<file path="src/supervisor_pkg.sv">
// constants and behaviour list for the supply reset supervisor
// Behaviour
// from about 1 V supply upward, both resets are held asserted
// supply rising above trip level starts the hold timer, resets stay asserted
// on expiry both resets release together
// supply below trip level minus hysteresis asserts both resets
// supply dropping during hold keeps reset; full delay restarts on next rise
// external driver holds manual reset low at least 500 ns or 150 ns
// resets assert within 250 ns of a valid manual low pulse at 5 V
// manual reset release starts the hold timer, release after about 200 ms
// on power-down resets stay asserted until supply is below 1 V
// two reset outputs of opposite polarity, both actively driven
// manual reset is active low; hold delay debounces a pushbutton
// an unused manual reset input is tied high or left to read inactive
// power-fail output is high above the reference, low below it
// power-fail comparison has hysteresis so the output does not chatter
// host may use power-fail output as an interrupt for orderly shutdown
// below 1 V the active-low reset output becomes undriven
// hold delay lies between 140 and 280 ms, typically 200 ms
// near 3 V, resets assert within 750 ns of a valid manual low pulse
// comparisons arrive as digital inputs; delay is a counter cleared by any source
// any active source forces reset; release only after count completes, sources idle
package supervisor_pkg;
  localparam int unsigned CLK_HZ = 20_000_000;
  localparam int unsigned CLK_NS = 50;
  localparam int unsigned HOLD_MS = 200;
  localparam int unsigned HOLD_MIN_MS = 140;
  localparam int unsigned HOLD_MAX_MS = 280;
  localparam int unsigned HOLD_CYC = HOLD_MS * (CLK_HZ / 1000);
  localparam int unsigned MAN_DELAY_NS = 250;
  localparam int unsigned MAN_DELAY_CYC = MAN_DELAY_NS / CLK_NS;
  localparam int unsigned CNT_W = 23;
  localparam logic RST_N_ASSERTED = 1'b0;
  localparam logic RST_H_ASSERTED = 1'b1;
  localparam logic WARN_RESET = 1'b0;
endpackage : supervisor_pkg

</file>
<file path="src/supply_reset_supervisor.sv">
// reset sequencing logic of the supply supervisor
`timescale 1ns/10ps
module supply_reset_supervisor #(
  parameter int unsigned HOLD_CYCLES = supervisor_pkg::HOLD_CYC // hold delay in clocks
) (
  input wire logic mclk_i,                  // 20 MHz time base
  input wire logic sys_rst_i,               // sync reset, active high
  input wire logic supply_ok_i,             // digitised supply above trip level
  input wire logic supply_live_i,           // supply above 1 V, output stage powered
  input wire logic manual_reset_n_in_i,     // manual reset, active low
  input wire logic power_fail_sense_in_i,   // digitised sense-above-reference
  output logic reset_n_o,                   // active-low reset level
  output logic reset_n_oe_o,                // active-low reset driver enable
  output logic reset_o,                     // active-high reset
  output logic power_fail_warn_out_o        // power-fail warning, low when sense low
);
  import supervisor_pkg::*;

  ////////////////////////////////////////////////////////////////////////
  // three-stage input capture; change accepted once stages two and three agree
  logic [2:0] sup_sync_r, man_sync_r, pf_sync_r, live_sync_r;
  logic sup_ok_r, man_n_r, pf_r, live_r;

  always_ff @(posedge mclk_i) begin
    if (sys_rst_i) begin
      sup_sync_r <= 3'h0;
      man_sync_r <= 3'h7;
      pf_sync_r <= 3'h0;
      live_sync_r <= 3'h0;
    end else begin
      sup_sync_r <= {sup_sync_r[1:0], supply_ok_i};
      man_sync_r <= {man_sync_r[1:0], manual_reset_n_in_i};
      pf_sync_r <= {pf_sync_r[1:0], power_fail_sense_in_i};
      live_sync_r <= {live_sync_r[1:0], supply_live_i};
    end
  end

  // stages two and three must match before a change is taken
  function automatic logic agree_f(input logic [2:0] stages);
    return stages[1] == stages[2];
  endfunction : agree_f

  wire sup_agree = agree_f(sup_sync_r);
  wire man_agree = agree_f(man_sync_r);
  wire pf_agree = agree_f(pf_sync_r);
  wire live_agree = agree_f(live_sync_r);

  // reset-time values: supply treated low so power-up starts asserted
  always_ff @(posedge mclk_i) begin
    if (sys_rst_i) begin
      sup_ok_r <= 1'b0;
      man_n_r <= 1'b1;
      pf_r <= WARN_RESET;
      live_r <= 1'b0;
    end else begin
      if (sup_agree) sup_ok_r <= sup_sync_r[2];
      if (man_agree) man_n_r <= man_sync_r[2];
      // analog hysteresis sits ahead; the agree filter adds chatter immunity
      if (pf_agree) pf_r <= pf_sync_r[2];
      if (live_agree) live_r <= live_sync_r[2];
    end
  end

  ////////////////////////////////////////////////////////////////////////
  // hold timer: cleared while any source active, counts up once all idle
  logic [CNT_W-1:0] hold_cnt_r, hold_cnt_nxt;
  wire src_active = !sup_ok_r || !man_n_r;
  wire hold_done = hold_cnt_r >= CNT_W'(HOLD_CYCLES);
  wire assert_nxt = src_active || !hold_done;

  assign hold_cnt_nxt = src_active ? '0 :
                        (hold_done ? hold_cnt_r : hold_cnt_r + 1'b1);

  logic asserted_r;
  always_ff @(posedge mclk_i) begin
    if (sys_rst_i) begin
      hold_cnt_r <= '0;
      asserted_r <= 1'b1;
    end else begin
      hold_cnt_r <= hold_cnt_nxt;
      asserted_r <= assert_nxt;
    end
  end

  ////////////////////////////////////////////////////////////////////////
  // outputs straight from flops; both polarities switch in the same edge
  always_ff @(posedge mclk_i) begin
    if (sys_rst_i) begin
      reset_n_o <= RST_N_ASSERTED;
      reset_o <= RST_H_ASSERTED;
      reset_n_oe_o <= 1'b0;
      power_fail_warn_out_o <= WARN_RESET;
    end else begin
      reset_n_o <= assert_nxt ? RST_N_ASSERTED : !RST_N_ASSERTED;
      reset_o <= assert_nxt ? RST_H_ASSERTED : !RST_H_ASSERTED;
      // below 1 V the low-side driver lets go; a pull-down must hold the line
      reset_n_oe_o <= live_r;
      power_fail_warn_out_o <= pf_r;
    end
  end

  ////////////////////////////////////////////////////////////////////////
  // checks
  logic man_low_seen;
  assign man_low_seen = !manual_reset_n_in_i;

  manual_assert_a: assert property (@(posedge mclk_i) disable iff (sys_rst_i)
    man_low_seen [*3] |-> ##[0:3] (reset_o && !reset_n_o))
    else $error("manual reset did not assert outputs in time");

  near3v_assert_a: assert property (@(posedge mclk_i) disable iff (sys_rst_i)
    man_low_seen [*3] |-> ##[0:15] reset_o)
    else $error("manual reset slow beyond 750 ns");

  opposite_pol_a: assert property (@(posedge mclk_i) disable iff (sys_rst_i)
    $past(!sys_rst_i) |-> (reset_o != reset_n_o))
    else $error("reset outputs not complementary");

  brownout_hold_a: assert property (@(posedge mclk_i) disable iff (sys_rst_i)
    !sup_ok_r |-> ##1 reset_o)
    else $error("low supply did not assert reset");

  source_clear_a: assert property (@(posedge mclk_i) disable iff (sys_rst_i)
    src_active |=> hold_cnt_r == '0)
    else $error("hold counter not cleared by active source");

  early_release_a: assert property (@(posedge mclk_i) disable iff (sys_rst_i)
    $fell(reset_o) |-> $past(hold_cnt_r) >= CNT_W'(HOLD_CYCLES))
    else $error("reset released before hold completed");

  release_time_a: assert property (@(posedge mclk_i) disable iff (sys_rst_i)
    hold_cnt_r == CNT_W'(HOLD_CYCLES) && !src_active |=> !reset_o && reset_n_o)
    else $error("reset not released at hold expiry");

  pf_follow_a: assert property (@(posedge mclk_i) disable iff (sys_rst_i)
    pf_sync_r[2] && pf_sync_r[1] |=> ##1 power_fail_warn_out_o)
    else $error("power-fail output not following sense");

  drive_off_a: assert property (@(posedge mclk_i) disable iff (sys_rst_i)
    !live_r |=> !reset_n_oe_o)
    else $error("reset driver left on below 1 V");

  ////////////////////////////////////////////////////////////////////////
  // checks on the capture filter, the hold counter, the output pair, the power-fail output and the driver enable
  pf_fall_a: assert property (@(posedge mclk_i) disable iff (sys_rst_i)
    !pf_sync_r[2] && !pf_sync_r[1]
    |=> ##1 !power_fail_warn_out_o)
    else $error("power-fail output not following low sense");

  pf_filter_a: assert property (@(posedge mclk_i) disable iff (sys_rst_i)
    !pf_agree
    |=> $stable(pf_r))
    else $error("power-fail filter took an unconfirmed change");

  sup_filter_a: assert property (@(posedge mclk_i) disable iff (sys_rst_i)
    !sup_agree
    |=> $stable(sup_ok_r))
    else $error("supply filter took an unconfirmed change");

  man_filter_a: assert property (@(posedge mclk_i) disable iff (sys_rst_i)
    !man_agree
    |=> $stable(man_n_r))
    else $error("manual filter took an unconfirmed change");

  live_filter_a: assert property (@(posedge mclk_i) disable iff (sys_rst_i)
    !live_agree
    |=> $stable(live_r))
    else $error("live filter took an unconfirmed change");

  manual_restart_a: assert property (@(posedge mclk_i) disable iff (sys_rst_i)
    $rose(man_n_r) && sup_ok_r
    |-> hold_cnt_r == '0)
    else $error("hold count not fresh at manual release");

  bounce_clear_a: assert property (@(posedge mclk_i) disable iff (sys_rst_i)
    !man_n_r
    |=> hold_cnt_r == '0)
    else $error("manual low did not clear hold count");

  hold_limit_a: assert property (@(posedge mclk_i) disable iff (sys_rst_i)
    1'b1
    |-> hold_cnt_r <= CNT_W'(HOLD_CYCLES))
    else $error("hold count ran past its end");

  count_step_a: assert property (@(posedge mclk_i) disable iff (sys_rst_i)
    !src_active && !hold_done
    |=> hold_cnt_r == $past(hold_cnt_r) + 1'b1)
    else $error("hold count did not advance");

  count_stop_a: assert property (@(posedge mclk_i) disable iff (sys_rst_i)
    !src_active && hold_done
    |=> hold_cnt_r == $past(hold_cnt_r))
    else $error("hold count moved after completion");

  hold_keep_a: assert property (@(posedge mclk_i) disable iff (sys_rst_i)
    !hold_done
    |=> reset_o && !reset_n_o)
    else $error("reset released while hold running");

  src_force_a: assert property (@(posedge mclk_i) disable iff (sys_rst_i)
    src_active
    |=> asserted_r && reset_o)
    else $error("active source did not force reset");

  release_idle_a: assert property (@(posedge mclk_i) disable iff (sys_rst_i)
    !reset_o
    |-> $past(!src_active))
    else $error("reset released with a source active");

  fall_pair_a: assert property (@(posedge mclk_i) disable iff (sys_rst_i)
    $fell(reset_o)
    |-> $rose(reset_n_o))
    else $error("reset outputs released apart");

  rise_pair_a: assert property (@(posedge mclk_i) disable iff (sys_rst_i)
    $rose(reset_o)
    |-> $fell(reset_n_o))
    else $error("reset outputs asserted apart");

  drive_on_a: assert property (@(posedge mclk_i) disable iff (sys_rst_i)
    live_r
    |=> reset_n_oe_o)
    else $error("reset driver off while supply live");
endmodule : supply_reset_supervisor

</file>
<file path="config.mk">
export PLATFORM = sky130hd
export DESIGN_NAME = supply_reset_supervisor
export DESIGN_NICKNAME = d
export VERILOG_FILES = /design/src/supervisor_pkg.sv /design/src/supply_reset_supervisor.sv
export SDC_FILE = /design/constraint.sdc
export NUM_CORES = 1
export LEC_CHECK = 0
export ABC_CLOCK_PERIOD_IN_PS = 5600
export BUFFER_PORTS_ARGS = -buffer_cell sky130_fd_sc_hd__buf_2
export CAP_MARGIN = 20
export CORE_MARGIN = 4
export CORE_UTILIZATION = 45
export CTS_BUF_LIST = sky130_fd_sc_hd__clkbuf_4 sky130_fd_sc_hd__clkbuf_8
export DETAILED_ROUTE_END_ITERATION = 8
export HOLD_SLACK_MARGIN = 0.02
export PLACE_DENSITY = 0.65
export SETUP_SLACK_MARGIN = 0.02
export SYNTH_ARGS = -nofsm -noshare
export SYNTH_HDL_FRONTEND = slang
export SYNTH_SLANG_ARGS = --single-unit
</file>
<file path="constraint.sdc">
create_clock -name mclk_i -period 5.6 [get_ports mclk_i]
set_input_delay 1.12 -clock mclk_i [delete_from_list [all_inputs] [get_ports mclk_i]]
set_output_delay 1.12 -clock mclk_i [all_outputs]
set_load 0.02 [all_outputs]
</file>
==> impl_metrics.tcl <==
set metrics [dict create \
    grt_pass1_vias 1519 \
    path_class "reg2reg" \
    gp_congestion 0.850 \
    vias 1502 \
    layout-drive-gt1-share_pct 13.9 \
    cts.path.max_buffers 2 \
    route.met3.wl_um 132 \
    fp.dieH_um 72.0 \
    startpoint_type "flop" \
    cp_data_arrival_time_ns 2.49 \
    rsz0062_at_grt "false" \
    post_cts_buffers 0 \
    cts_tree "built" \
    ys_types 31 \
    ir_drop_mv 0.126 \
    diodes 0 \
    core.rowCount 23 \
    h-tree-depth 2 \
    grt_start_max_net_pins 28 \
    end_kind "flop" \
    drtPass1Iterations 4 \
    synth_top_area_share_pct 46.7 \
    drc_errors 0 \
    hold_viol 0 \
    grt_pass1_wl_um 6500 \
    nFillCells 370 \
    required_ns 5.81 \
    globalRoute.totalOverflow 0 \
    ys_warn_count 0 \
    async_flop_share_pct 0 \
    synth_top_area_cell "dfxtp_1" \
    port_buffers 9 \
    hpwl_um 2520 \
    syn-num-nets 209 \
    root_buffer "clkbuf_8" \
    ys_ff_latch 43 \
    yosys-top-cells-area "dfxtp_1 (47%), a21oi_1 (5.4%), o31ai_1 (4.5%)" \
    synthMuxAreaShare_pct 2.71 \
    wl_met2_um 1820 \
    maxSlewHeadroom_pct 36.8 \
    synth_area_per_cell_um2 9.18 \
    vias_per_cell 5.80 \
    nets 216 \
    synthCells 201 \
    min_path_type "reg2reg" \
    cap_violations 0 \
    drtAntennaViolNets 0 \
    cp_max_fo 6 \
    fin_worst_skew_ns 0.00814 \
    cts_made_buffers 5 \
    synthTopCellsByCount "dfxtp_1 (43), a21oi_1 (20), nand2_1 (18), nor2b_1 (11), o31ai_1 (11)" \
    fmax_mhz 438 \
    crit_path_max_incr_delay_ns 0.83 \
    period_share_pct 40.7 \
    track_usage_pct 15.6 \
    cts.sinks 43 \
    dieArea_um2 5190 \
    core-area_um2 3970 \
    synth_xor_area_share_pct 0 \
    synth_edf_count 0 \
    clk_pin_slew_ns 0.09 \
    powerDensity_nw_per_um2 277 \
    post_drt_wl_per_cell_um 14.3 \
    top_layer "met4" \
    worstMarginPinSlew_ns 0.936 \
    status "finished clean" \
    slew_violations 0 \
    cts_resized 0 \
    ys_seq_area_share_pct 46.7 \
    setup_viol 0 \
    wl_met1_um 1650 \
    synth_compound_area_share_pct 18.5 \
    slowest_stage "o311ai_0" \
    p_leak_uw 0.000651 \
    synth_top_flop_cell "dfxtp_1" \
    start_util_pct 46.4 \
    synthAdderAreaFrac_pct 1.36 \
    finalCriticalPeriod_ns 2.28 \
    antenna_found_initial 0 \
    yosysMostFrequentCell "dfxtp_1" \
    synthSimpleGateAreaFrac_pct 27.1 \
    io_pins 10 \
    drtIter0Drc 104 \
    syn_area_um2 1840 \
    cts_hold_buf 0 \
    die_w_um 72.0 \
    fin_tns_setup_ns 0 \
    clk_latency_ns 0.30 \
    crit_chain "or4_4 -> o311ai_0 -> nand4_1 -> o31ai_1" \
    areaGrowthSynthToFinish_pct 9.90 \
    synth_top_family_by_area "simple AND/OR/NAND/NOR gates" \
    fin_util_pct 51.0 \
    wl_um 3690 \
]
==> state kept, by name, summed over array words and instances (netlist names), 3 cells and up <==
name	count
hold_cnt_r	23
live_sync_r	3
man_sync_r	3
pf_sync_r	3
sup_sync_r	3
==> critical path: cells and delay by family (launching register included) <==
kind	cells	cell delay (ns)
AOI/OAI and AO/OA	2	1.10
and+or+nand+nor	2	0.75
DFF	1	0.36
==> final cells by class <==
type                       instances  area, µm²  area share, %
multi-input combinational        142        916           45.2
timing repair buffer               9       45.0           2.22
inverter                           7       26.3           1.30
tap                               50       62.6           3.09
sequential                        43        861           42.5
clock buffer                       5       68.8           3.40
clock inverter                     3       47.5           2.35
==> routing by layer <==
metal	GRT usage (%)	vias to the layer above
met5	0	-
met4	7.31	0
met3	4.85	11
met2	26.7	31
met1	17.8	698
li1	-	762
==> layout by cell type (no fill, tap or decap), drive strengths merged, types with 2 or more instances in the layout <==
cell / instances
and4: 5
and3: 2
nor4: 6
clkbuf: 5
nand3: 7
a21oi: 20
and2: 5
or2: 10
buf: 9
nand4: 6
o31a: 2
nor2: 3
o21ai: 7
ha: 2
mux2i: 5
a41o: 2
nor2b: 11
inv: 8
or4: 11
o31ai: 11
dfxtp: 43
nand2: 18
o2111ai: 2
==> kinds of logic after synthesis <==
kind of cell | Yosys count
and+or+nand+nor | 85
AOI/OAI and AO/OA | 50
DFF | 43
buffers and inverters | 16
muxes | 5
adders and majority gates | 2
==> worst paths after layout <==
check | from | to | slack [ns] | cells past startpoint
hold / removal | man_sync_r[0] | man_sync_r[1] | 0.42 | 1
setup reg to reg | hold_cnt_r[12] | hold_cnt_r[21] | 3.32 | 4
hold reg to reg | man_sync_r[0] | man_sync_r[1] | 0.42 | 1
setup / recovery | hold_cnt_r[12] | hold_cnt_r[21] | 3.32 | 4
==> where the power goes <==
group | leakage [µW] | internal [µW] | switching (µW)
logic | 0.000244 | 3.41 | 2.94
clock network | 0.0000587 | 135 | 110
registers | 0.000349 | 309 | 1.33
total | 0.000651 | 448 | 114
==> stage by stage <==
step | setup slack (ns) | hold WS [ns] | power, µW | instances | cell area [µm²]
global placement | 3.28 | 0.394 | 323 | 251 | 1910
finish | 3.32 | 0.421 | 561 | 259 | 2030
floorplan | 3.36 | 0.389 | 322 | 201 | 1840
CTS | 3.33 | 0.428 | 569 | 259 | 2030
detailed placement | 3.22 | 0.401 | 324 | 251 | 1910
global route | 3.04 | 0.457 | 580 | 259 | 2030
Power figures use the tool's default switching activity.
